[src/include/floppy_status_rate_map.svh]
/*
 Offsets, field positions, reset values and codes of the floppy status and rate register slice.
 Assumes inclusion by bare name from the package and the design file.
*/
`ifndef FLOPPY_STATUS_RATE_MAP_SVH
`define FLOPPY_STATUS_RATE_MAP_SVH

`define OFS_DIGITAL_OUTPUT    3'h2
`define OFS_TAPE_SELECT       3'h3
`define OFS_MAIN_STATUS       3'h4
`define OFS_RATE_SELECT       3'h4
`define OFS_DATA              3'h5
`define OFS_DISKETTE_CONTROL  3'h7

`define RATE_SELECT_RESET     8'h02
`define RATE_RESET_BIT        7
`define RATE_POWER_BIT        6
`define PRECOMP_HI            4
`define PRECOMP_LO            2
`define DOR_RESET_BIT         2

`define RATE_500K             2'h0
`define RATE_300K             2'h1
`define RATE_250K             2'h2
`define RATE_1M               2'h3

`define PRECOMP_DEFAULT_CODE  3'h0
`define PRECOMP_ZERO_CODE     3'h7
`define PRECOMP_STEP_PS       41667
`define PRECOMP_DEF_1M        3'h1
`define PRECOMP_DEF_OTHER     3'h3

`endif

[src/include/floppy_status_rate_pkg.sv]
/*
 Types shared by the floppy status and rate register slice.
 Assumes the map header sits on the include path.
*/
`include "floppy_status_rate_map.svh"

package floppy_status_rate_pkg;

   typedef struct packed {
      logic       host_request;
      logic       transfer_direction;
      logic       non_dma_flag;
      logic       command_busy;
      logic       drive_b_seeking;
      logic       drive_a_seeking;
   } core_status_t;

   typedef struct packed {
      logic [2:0] addr;
      logic [7:0] wdata;
      logic       wr;
      logic       rd;
   } host_req_t;

   typedef enum logic [1:0] {
      PWR_RUN,
      PWR_DOWN
   } power_state_t;

endpackage : floppy_status_rate_pkg

[src/floppy_status_rate_registers.sv]
/*
 Tape select, main status and rate select registers of a floppy controller host port.
 Assumes a plain register port on clk_i, and core status from logic on the same clock.
*/
// Strobed register access was decided locally.
// Operation
// RQ1 - Tape select readable, writable, no internal effect
// RQ2 - Host polls status before each non-DMA byte
// RQ3 - Status bit 7 shows ready for byte
// RQ4 - Status bit 6 shows transfer direction
// RQ5 - Status bit 5 shows non-DMA mode
// RQ6 - Status bit 4 shows command in progress
// RQ7 - Status bits 1-0 show drive seeking
// RQ8 - Rate select write-only, shares status offset
// RQ9 - Active rate follows last rate write
// RQ10 - Software reset leaves rate select alone
// RQ11 - Hardware reset loads rate select 02h
// RQ12 - Rate bit 7 resets core, self-clears
// RQ13 - Rate bit 6 stops clocks until wake
// RQ14 - Rate bits 4-2 pick precompensation delay
// RQ15 - Rate bits 1-0 pick data rate
// RQ16 - Output register reset is active low
// RQ17 - Diskette control carries same rate field
// RQ18 - Offset 04h reads status, writes rate
`include "floppy_status_rate_map.svh"

module floppy_status_rate_registers
(
   input  wire logic                                 clk_i,
   input  wire logic                                 reset_i,
   input  wire floppy_status_rate_pkg::host_req_t    req_i,
   output logic       [7:0]                          rdata_o,
   input  wire floppy_status_rate_pkg::core_status_t core_status_i,
   input  wire logic                                 dor_reset_n_i,
   output logic                                      core_reset_o,
   output logic                                      clocks_stopped_o,
   output logic       [1:0]                          rate_code_o,
   output logic       [2:0]                          precomp_steps_o,
   output logic       [1:0]                          tape_drive_choice_o
);

   logic [7:0]                         tape_select_ff;
   logic [7:0]                         rate_select_ff;
   logic [1:0]                         rate_code_ff;
   logic                               sw_reset_ff;
   floppy_status_rate_pkg::power_state_t power_ff;
   logic [7:0]                         nxt_rdata;
   logic [2:0]                         nxt_precomp;
   logic                               wr_rate;
   logic                               wr_dcr;
   logic                               wake;

   function automatic logic [2:0] precomp_of(input logic [2:0] code, input logic [1:0] rate);
      logic [2:0] steps;
      steps = code;
      if (code == `PRECOMP_ZERO_CODE)
      begin
         steps = 3'h0;
      end
      else if (code == `PRECOMP_DEFAULT_CODE)
      begin
         steps = (rate == `RATE_1M) ? `PRECOMP_DEF_1M : `PRECOMP_DEF_OTHER;
      end
      return steps;
   endfunction : precomp_of

   function automatic logic hit(input logic [2:0] a, input logic [2:0] ofs);
      return a == ofs;
   endfunction : hit

   assign wr_rate = req_i.wr && hit(req_i.addr, `OFS_RATE_SELECT); // RQ8
   assign wr_dcr  = req_i.wr && hit(req_i.addr, `OFS_DISKETTE_CONTROL); // RQ17
   assign wake    = (req_i.rd && hit(req_i.addr, `OFS_MAIN_STATUS))
                    || ((req_i.rd || req_i.wr) && hit(req_i.addr, `OFS_DATA)); // RQ13 RQ18

   // Tape select bits 1-0 are stored, read back and driven on tape_drive_choice_o.
   always_ff @(posedge clk_i)
   begin
      if (reset_i)
      begin
         tape_select_ff <= 8'h00;
      end
      else if (req_i.wr && hit(req_i.addr, `OFS_TAPE_SELECT))
      begin
         tape_select_ff <= {6'h00, req_i.wdata[1:0]}; // RQ1
      end
   end

   // Rate select holds its value across a software reset.
   always_ff @(posedge clk_i)
   begin
      if (reset_i)
      begin
         rate_select_ff <= `RATE_SELECT_RESET; // RQ11
      end
      else if (wr_rate)
      begin
         rate_select_ff <= {1'b0, req_i.wdata[6:0]}; // RQ10
      end
   end

   // The last write of either register sets the active rate.
   always_ff @(posedge clk_i)
   begin
      if (reset_i)
      begin
         rate_code_ff <= 2'(`RATE_SELECT_RESET); // RQ11
      end
      else if (wr_rate || wr_dcr)
      begin
         rate_code_ff <= req_i.wdata[1:0]; // RQ9 RQ15
      end
   end

   // The reset bit is a one-cycle pulse, it clears itself.
   always_ff @(posedge clk_i)
   begin
      if (reset_i)
      begin
         sw_reset_ff <= 1'b0;
      end
      else
      begin
         sw_reset_ff <= wr_rate && req_i.wdata[`RATE_RESET_BIT]; // RQ12
      end
   end

   always_ff @(posedge clk_i)
   begin
      if (reset_i)
      begin
         core_reset_o <= 1'b1;
      end
      else
      begin
         core_reset_o <= !dor_reset_n_i || sw_reset_ff; // RQ16 RQ12
      end
   end

   // Power down stops the clocks until a wake access, a software reset or an output register reset.
   always_ff @(posedge clk_i)
   begin
      if (reset_i)
      begin
         power_ff <= floppy_status_rate_pkg::PWR_RUN;
      end
      else
      begin
         case (power_ff)
            floppy_status_rate_pkg::PWR_RUN:
            begin
               if (wr_rate && req_i.wdata[`RATE_POWER_BIT] && !req_i.wdata[`RATE_RESET_BIT])
               begin
                  power_ff <= floppy_status_rate_pkg::PWR_DOWN; // RQ13
               end
            end
            default:
            begin
               if (wake || sw_reset_ff || !dor_reset_n_i)
               begin
                  power_ff <= floppy_status_rate_pkg::PWR_RUN; // RQ13
               end
            end
         endcase
      end
   end

   always_ff @(posedge clk_i)
   begin
      if (reset_i)
      begin
         clocks_stopped_o <= 1'b0;
      end
      else
      begin
         clocks_stopped_o <= (power_ff == floppy_status_rate_pkg::PWR_DOWN);
      end
   end

   always_comb
   begin
      nxt_precomp = precomp_of(rate_select_ff[`PRECOMP_HI:`PRECOMP_LO], rate_code_ff); // RQ14
   end

   always_ff @(posedge clk_i)
   begin
      if (reset_i)
      begin
         rate_code_o         <= 2'(`RATE_SELECT_RESET);
         precomp_steps_o     <= `PRECOMP_DEF_OTHER;
         tape_drive_choice_o <= 2'h0;
      end
      else
      begin
         rate_code_o         <= rate_code_ff;
         precomp_steps_o     <= nxt_precomp;
         tape_drive_choice_o <= tape_select_ff[1:0];
      end
   end

   // Read decode; a read at the shared offset returns the status only.
   always_comb
   begin
      nxt_rdata = 8'h00;
      if (hit(req_i.addr, `OFS_TAPE_SELECT))
      begin
         nxt_rdata = tape_select_ff; // RQ1
      end
      else if (hit(req_i.addr, `OFS_MAIN_STATUS))
      begin
         nxt_rdata = {core_status_i.host_request, // RQ3
                      core_status_i.transfer_direction, // RQ4
                      core_status_i.non_dma_flag, // RQ5
                      core_status_i.command_busy, // RQ6
                      2'b00,
                      core_status_i.drive_b_seeking, // RQ7
                      core_status_i.drive_a_seeking}; // RQ18
      end
   end

   always_ff @(posedge clk_i)
   begin
      if (reset_i)
      begin
         rdata_o <= 8'h00;
      end
      else if (req_i.rd)
      begin
         rdata_o <= nxt_rdata; // RQ2
      end
      else
      begin
         rdata_o <= 8'h00;
      end
   end

   a_reset_pulse_once: assert property (@(posedge clk_i) disable iff (reset_i) // RQ12
      sw_reset_ff |=> !sw_reset_ff)
      else $error("software reset bit did not clear itself");

   a_reset_reaches_core: assert property (@(posedge clk_i) disable iff (reset_i) // RQ12
      (wr_rate && req_i.wdata[7]) |=> ##1 core_reset_o)
      else $error("rate reset bit did not reset the core");

   a_rate_follows_write: assert property (@(posedge clk_i) disable iff (reset_i) // RQ9
      (wr_rate || wr_dcr) |=> ##1 (rate_code_o == $past(req_i.wdata[1:0], 2)))
      else $error("active rate does not follow the last write");

   a_status_read_back: assert property (@(posedge clk_i) disable iff (reset_i) // RQ3
      (req_i.rd && req_i.addr == 3'h4) |=> (rdata_o[7] == $past(core_status_i.host_request)
         && rdata_o[3:2] == 2'b00 && rdata_o[0] == $past(core_status_i.drive_a_seeking)))
      else $error("status read data wrong");

   a_tape_read_back: assert property (@(posedge clk_i) disable iff (reset_i) // RQ1
      (req_i.wr && req_i.addr == 3'h3) ##1 (req_i.rd && req_i.addr == 3'h3)
         |=> rdata_o[1:0] == $past(req_i.wdata[1:0], 2))
      else $error("tape select did not read back");

   a_power_down_entry: assert property (@(posedge clk_i) disable iff (reset_i) // RQ13
      (wr_rate && req_i.wdata[7:6] == 2'b01) |=> ##1 clocks_stopped_o)
      else $error("power down did not stop clocks");

   a_power_wakeup: assert property (@(posedge clk_i) disable iff (reset_i) // RQ13
      (power_ff == floppy_status_rate_pkg::PWR_DOWN && wake) |=> ##1 !clocks_stopped_o)
      else $error("access did not wake the clocks");

   a_precomp_default: assert property (@(posedge clk_i) disable iff (reset_i) // RQ14
      (rate_select_ff[4:2] == 3'h0 && rate_code_ff == 2'h3) |=> precomp_steps_o == 3'h1)
      else $error("default precompensation wrong at top rate");

   a_dor_reset_core: assert property (@(posedge clk_i) disable iff (reset_i) // RQ16
      !dor_reset_n_i |=> core_reset_o && $stable(rate_select_ff))
      else $error("output register reset misbehaved");

   a_status_direction: assert property (@(posedge clk_i) disable iff (reset_i) // RQ4
      (req_i.rd && req_i.addr == 3'h4)
         |=> rdata_o[6] == $past(core_status_i.transfer_direction))
      else $error("status direction bit wrong");

   a_status_dma_mode: assert property (@(posedge clk_i) disable iff (reset_i) // RQ5
      (req_i.rd && req_i.addr == 3'h4)
         |=> rdata_o[5] == $past(core_status_i.non_dma_flag))
      else $error("status non-DMA bit wrong");

   a_status_cmd_busy: assert property (@(posedge clk_i) disable iff (reset_i) // RQ6
      (req_i.rd && req_i.addr == 3'h4)
         |=> rdata_o[4] == $past(core_status_i.command_busy))
      else $error("status command busy bit wrong");

   a_status_drive_b: assert property (@(posedge clk_i) disable iff (reset_i) // RQ7
      (req_i.rd && req_i.addr == 3'h4)
         |=> rdata_o[1] == $past(core_status_i.drive_b_seeking))
      else $error("status drive B seek bit wrong");

   a_idle_read_zero: assert property (@(posedge clk_i) disable iff (reset_i) // RQ18
      !req_i.rd |=> rdata_o == 8'h00)
      else $error("read data did not return to zero");

   a_rate_select_store: assert property (@(posedge clk_i) disable iff (reset_i) // RQ8
      wr_rate |=> rate_select_ff == {1'b0, $past(req_i.wdata[6:0])})
      else $error("rate select write not stored");

   a_rate_select_held: assert property (@(posedge clk_i) disable iff (reset_i) // RQ10
      !wr_rate |=> $stable(rate_select_ff))
      else $error("rate select changed without a write");

   a_hw_reset_values: assert property (@(posedge clk_i) disable iff (reset_i) // RQ11
      $fell(reset_i) |-> rate_select_ff == 8'h02 && rate_code_o == 2'h2
         && precomp_steps_o == 3'h3 && core_reset_o && !clocks_stopped_o)
      else $error("hardware reset values wrong");

   a_precomp_explicit: assert property (@(posedge clk_i) disable iff (reset_i) // RQ14
      (rate_select_ff[4:2] != 3'h0 && rate_select_ff[4:2] != 3'h7)
         |=> precomp_steps_o == $past(rate_select_ff[4:2]))
      else $error("explicit precompensation wrong");

   a_precomp_zero: assert property (@(posedge clk_i) disable iff (reset_i) // RQ14
      rate_select_ff[4:2] == 3'h7 |=> precomp_steps_o == 3'h0)
      else $error("zero precompensation wrong");

   a_precomp_slow_default: assert property (@(posedge clk_i) disable iff (reset_i) // RQ14
      (rate_select_ff[4:2] == 3'h0 && rate_code_ff != 2'h3) |=> precomp_steps_o == 3'h3)
      else $error("default precompensation wrong at slow rates");

   a_tape_no_effect: assert property (@(posedge clk_i) disable iff (reset_i) // RQ1
      (req_i.wr && req_i.addr == 3'h3)
         |=> $stable(rate_select_ff) && $stable(rate_code_ff))
      else $error("tape select write disturbed the rate");

   a_dcr_rate_only: assert property (@(posedge clk_i) disable iff (reset_i) // RQ17
      wr_dcr
         |=> rate_code_ff == $past(req_i.wdata[1:0]) && $stable(rate_select_ff))
      else $error("diskette control write wrong");

   a_core_reset_release: assert property (@(posedge clk_i) disable iff (reset_i) // RQ16
      (dor_reset_n_i && !sw_reset_ff) |=> !core_reset_o)
      else $error("core reset held without a cause");

   a_reset_blocks_power: assert property (@(posedge clk_i) disable iff (reset_i) // RQ12
      (wr_rate && req_i.wdata[7] && power_ff == floppy_status_rate_pkg::PWR_RUN)
         |=> power_ff == floppy_status_rate_pkg::PWR_RUN)
      else $error("power down entered during a software reset");

   a_power_stays_down: assert property (@(posedge clk_i) disable iff (reset_i) // RQ13
      (power_ff == floppy_status_rate_pkg::PWR_DOWN && !wake && !sw_reset_ff
         && dor_reset_n_i) |=> power_ff == floppy_status_rate_pkg::PWR_DOWN)
      else $error("power down left without a wake event");

endmodule : floppy_status_rate_registers

[config.mk]
export PLATFORM = sky130hd
export DESIGN_NAME = floppy_status_rate_registers
export DESIGN_NICKNAME = d
export VERILOG_FILES = /design/src/include/floppy_status_rate_pkg.sv /design/src/floppy_status_rate_registers.sv
export VERILOG_INCLUDE_DIRS = /design/src /design/src/include
export SDC_FILE = /design/constraint.sdc
export NUM_CORES = 1
export LEC_CHECK = 0
export ABC_AREA = 1
export BUFFER_PORTS_ARGS = -buffer_cell sky130_fd_sc_hd__buf_2
export CAP_MARGIN = 40
export CORE_AREA = 2 2 54 56
export DETAILED_ROUTE_END_ITERATION = 8
export DIE_AREA = 0 0 56 58
export MAX_ROUTING_LAYER = met4
export RECOVER_POWER = 100
export SLEW_MARGIN = 20
export SYNTH_ARGS = -nofsm -noshare
export SYNTH_HDL_FRONTEND = slang
export SYNTH_SLANG_ARGS = --single-unit
[constraint.sdc]
create_clock -name clk_i -period 2.45 [get_ports clk_i]
set_input_delay 0.735 -clock clk_i [delete_from_list [all_inputs] [get_ports clk_i]]
set_output_delay 0.735 -clock clk_i [all_outputs]
set_load 0.1 [all_outputs]
# Word level (Yosys, flattened, before mapping)
# Cells that the tools add are included.
[totals]
latch_bits = 0
mem_bits_ro = 0
reg_bits = 29
inputBits = 22
memories = 0
output_inout_bits = 17
ram_bits = 0
elab_cells = 56
[classes]
order_cmp = 0
eq_ne = 8
n_bitwise = 2
n_div = 0
mux = 8
shifts = 0
n_mul = 0
addsub = 0
reduce_logical = 24
[op_table]
columns = ["operator", "count"]
rows = [
  ["$mux W2", 7],
  ["$eq A3 B3 Y1 const B", 4],
  ["$logic_and A1 B1 Y1", 8],
  ["$logic_or A1 B1 Y1", 6],
  ["$reduce_or A2 Y1", 2],
  ["$reduce_or A4 Y1", 1],
  ["$eq A3 B2 Y1 const B", 1],
  ["$logic_not A3 Y1", 1],
  ["$mux W3", 1],
  ["$reduce_or A3 Y1", 1],
  ["$eq A2 B1 Y1 const B", 1],
  ["$eq A2 B2 Y1 const B", 1],
  ["$logic_not A1 Y1", 2],
  ["$logic_not A2 Y1", 1],
  ["$ne A2 B2 Y1 const B", 1],
  ["$not A1 Y1", 2],
  ["$reduce_and A2 Y1", 1],
  ["$reduce_bool A2 Y1", 1],
]

# Depth between registers and ports, before layout
[depth]
depth_word = 7
depth_mapped = 6
ltp_nobuf = 5

# Worst setup path after synthesis
# OpenSTA, ideal clock, no wires.
[synth_path]
kind = "register to output"
startpoint = "register clocks_stopped_o"
endpoint = "output clocks_stopped_o"
path_slack_ns = 0.806
arrival_time_ns = 0.909
path_buffers = 0
t_required_ns = 1.715
path_stages_with_launch = 1
cell_sequence = "dfxtp_1"
[synth_rtl]
columns = ["item", "line_no", "text"]
rows = [
  ["start: declaration", "floppy_status_rate_registers.sv:36", "output logic clocks_stopped_o,"],
  ["start signal: assignment", "floppy_status_rate_registers.sv:176", "clocks_stopped_o <= (power_ff == floppy_status_rate_pkg::PWR_DOWN);"],
]
# No word-level cell between the ends.

# Worst setup path after layout
[layout_path]
startpoint = "register clocks_stopped_o"
endpoint = "output clocks_stopped_o"
# No word-level cell between the ends.

==> impl_metrics.env <==
export IMPL_hold_viol_final=0
export IMPL_worst_slack_ns=0.630
export IMPL_io_pins=39
export IMPL_hold_class="flip-flop to flip-flop"
export IMPL_post_cts_setup_buffers=0
export IMPL_syn_to_final_growth_pct=24.1
export IMPL_skew_ns=0.00405
export IMPL_fin_area_um2=1100
export IMPL_p_switching_mw=0.196
export IMPL_portBuffers=35
export IMPL_worst_pin_slew_ns=0.541
export IMPL_layout_drive_gt1_share_pct=28.1
export IMPL_n_fill_cell=285
export IMPL_grt_pass1_wl_um=2800
export IMPL_avgRoutedWirePerCell_um=9.71
export IMPL_postCtsResizedCells=0
export IMPL_fin_nets=169
export IMPL_slew_violations=0
export IMPL_htreeDepth=1
export IMPL_mostFrequentLayoutCells="dfxtp_1 (24), inv_1 (20), buf_2 (18)"
export IMPL_cts_root_buffer="clkbuf_4"
export IMPL_place_ws_ns=0.781
export IMPL_post_place_cells=173
export IMPL_synth_warnings=0
export IMPL_run_status="complete, no violations"
export IMPL_critPathSlowestCell="clkbuf_2"
export IMPL_vdd_drop_max_uv=369
export IMPL_numCtsBuffers=3
export IMPL_first_pass_iters=4
export IMPL_cts_hold_buffers=0
export IMPL_n_antenna_cell=0
export IMPL_ys_types=20
export IMPL_fin_total_pwr_mw=0.711
export IMPL_fmax_ghz=0.549
export IMPL_critical_path_cell_chain="clkbuf_2"
export IMPL_first_global_vias=700
export IMPL_syn_area_per_cell_um2=8.03
export IMPL_slowest_delay_ns=0.45
export IMPL_synth_ff_latch_count=24
export IMPL_die_area_um2=3250
export IMPL_max_cap_violations=0
export IMPL_placedInstanceArea_um2=1070
export IMPL_clk_path_buf_depth=2
export IMPL_num_vias=777
export IMPL_final_cells=177
export IMPL_synth_seq_area_share_pct=54.4
export IMPL_tns_ns=0
export IMPL_power_density_nw_per_um2=649
export IMPL_start_util_pct=33.2
export IMPL_rsz0062_at_grt="false"
export IMPL_worst_setup_path_type="flip-flop to output port"
export IMPL_grt_max_degree=14
export IMPL_clk_latency_ns=0.30
export IMPL_combPwrFrac_pct=15.2
export IMPL_crit_family="buffers and inverters"
export IMPL_fin_crit_sh_pct=74.3
export IMPL_place_detailed_hpwl_um=1330
export IMPL_endpoint_kind="output port"
export IMPL_track_usage_pct=11.3
export IMPL_gp_congestion=0.710
export IMPL_tritoncts="yes"
export IMPL_numClockSinks=24
export IMPL_path_buf_inv=1
export IMPL_core_area_um2=2660
export IMPL_power_internal_mw=0.515
export IMPL_wirelength_um=1720
export IMPL_antenna_left=0
export IMPL_p_seq_share_pct=56.8
export IMPL_die_h_um=58
export IMPL_clk_pin_slew_worst_paths_ns=0.13
export IMPL_final_common_cell="dfxtp_1"
export IMPL_drt_iter0_drc=21
export IMPL_clock_power_share_pct=28.0
export IMPL_grt_overflow=0
export IMPL_leakage_nw=0.544
export IMPL_rows=19
export IMPL_drc_errors=0
export IMPL_worstPathMaxFanout=1
export IMPL_syn_area_um2=883
export IMPL_switching_share_pct=27.6
export IMPL_cp_start_kind="flip-flop"
export IMPL_finalCriticalPeriod_ns=1.82
export IMPL_antenna_found_initial=0
export IMPL_netlist_instances=110
export IMPL_cp_required_ns=1.71
export IMPL_die_w_um=56
export IMPL_worstPathArrival_ns=1.08
export IMPL_setup_violations_final=0
export IMPL_viasPerCell=4.39
export IMPL_slew_headroom_pct=64.1
==> cell usage after synthesis <==
| cell type | n | share of area [%] |
|---|---|---|
| a21oi_1 | 6 | 3.4 |
| a21oi_2 | 1 | 0.99 |
| buf_2 | 1 | 0.57 |
| buf_4 | 2 | 1.7 |
| buf_6 | 1 | 1.3 |
| conb_1 | 1 | 0.42 |
| dfxtp_1 | 24 | 54 |
| inv_1 | 20 | 8.5 |
| nand2_1 | 16 | 6.8 |
| nand3_1 | 13 | 7.4 |
| nand3_2 | 1 | 1.1 |
| nand4_1 | 1 | 0.71 |
| nor2_1 | 12 | 5.1 |
| nor2_2 | 2 | 1.4 |
| nor2_4 | 1 | 1.3 |
| nor3_1 | 1 | 0.57 |
| o21ai_0 | 3 | 1.7 |
| o21ai_1 | 1 | 0.57 |
| o22ai_1 | 2 | 1.4 |
| or2_2 | 1 | 0.71 |
==> cells by family after synthesis <==
logic type	share of synthesized area, %
simple gates	25.1
buf+inv	12.0
flops	54.4
other cells	0.425
compound gates	8.07
==> state kept, by name, summed over array words and instances (netlist names), 2 cells and up <==
name,count
tape_select_ff,2
rdata_o,6
rate_code_ff,2
rate_code_o,2
precomp_steps_o,3
tape_drive_choice_o,2
rate_select_ff,3
==> stage by stage <==
step	utilization [%]	hold slack, ns
global route	41.2	0.478
floorplan	-	0.397
detailed placement	40.2	0.421
CTS	41.5	0.451
finish	41.2	0.447
global placement	40.2	0.421
==> power by group through the flow <==
stage	Sequential (mW)	Clock, mW	Combinational, mW
finish	0.404	0.200	0.108
floorplan	0.451	0	0.0451
global route	0.405	0.229	0.116
CTS	0.404	0.209	0.110
detailed placement	0.413	0	0.110
global placement	0.412	0	0.109
==> worst paths after layout <==
path / slack (ns) / startpoint / to / depth (start not counted)
worst min-delay path: 0.45 / sw_reset_ff / core_reset_o / 2
worst max-delay path: 0.63 / clocks_stopped_o / clocks_stopped_o / 1
worst max register to register: 1.66 / rate_select_ff[4] / precomp_steps_o[1] / 5
worst min register to register: 0.45 / sw_reset_ff / core_reset_o / 2
==> layout make-up <==
type	count	area, um^2	share of cell area (%)
clock buffers	4	36.3	3.31
well taps	31	38.8	3.54
multi-input cells	63	293	26.7
inverters	20	75.1	6.85
repair buffers	35	173	15.8
flip-flops and latches	24	480	43.8
==> metal layers <==
| layer | share of wire (%) | global-route usage (%) | vias to the layer above |
|---|---|---|---|
| met5 | 0 | - | - |
| met4 | 1.6 | 6.80 | 0 |
| met3 | 6.1 | 2.23 | 2 |
| met2 | 48 | 18.7 | 24 |
| met1 | 45 | 12.7 | 343 |
| li1 | - | - | 408 |
No activity file was read; power rests on OpenSTA's default activity.
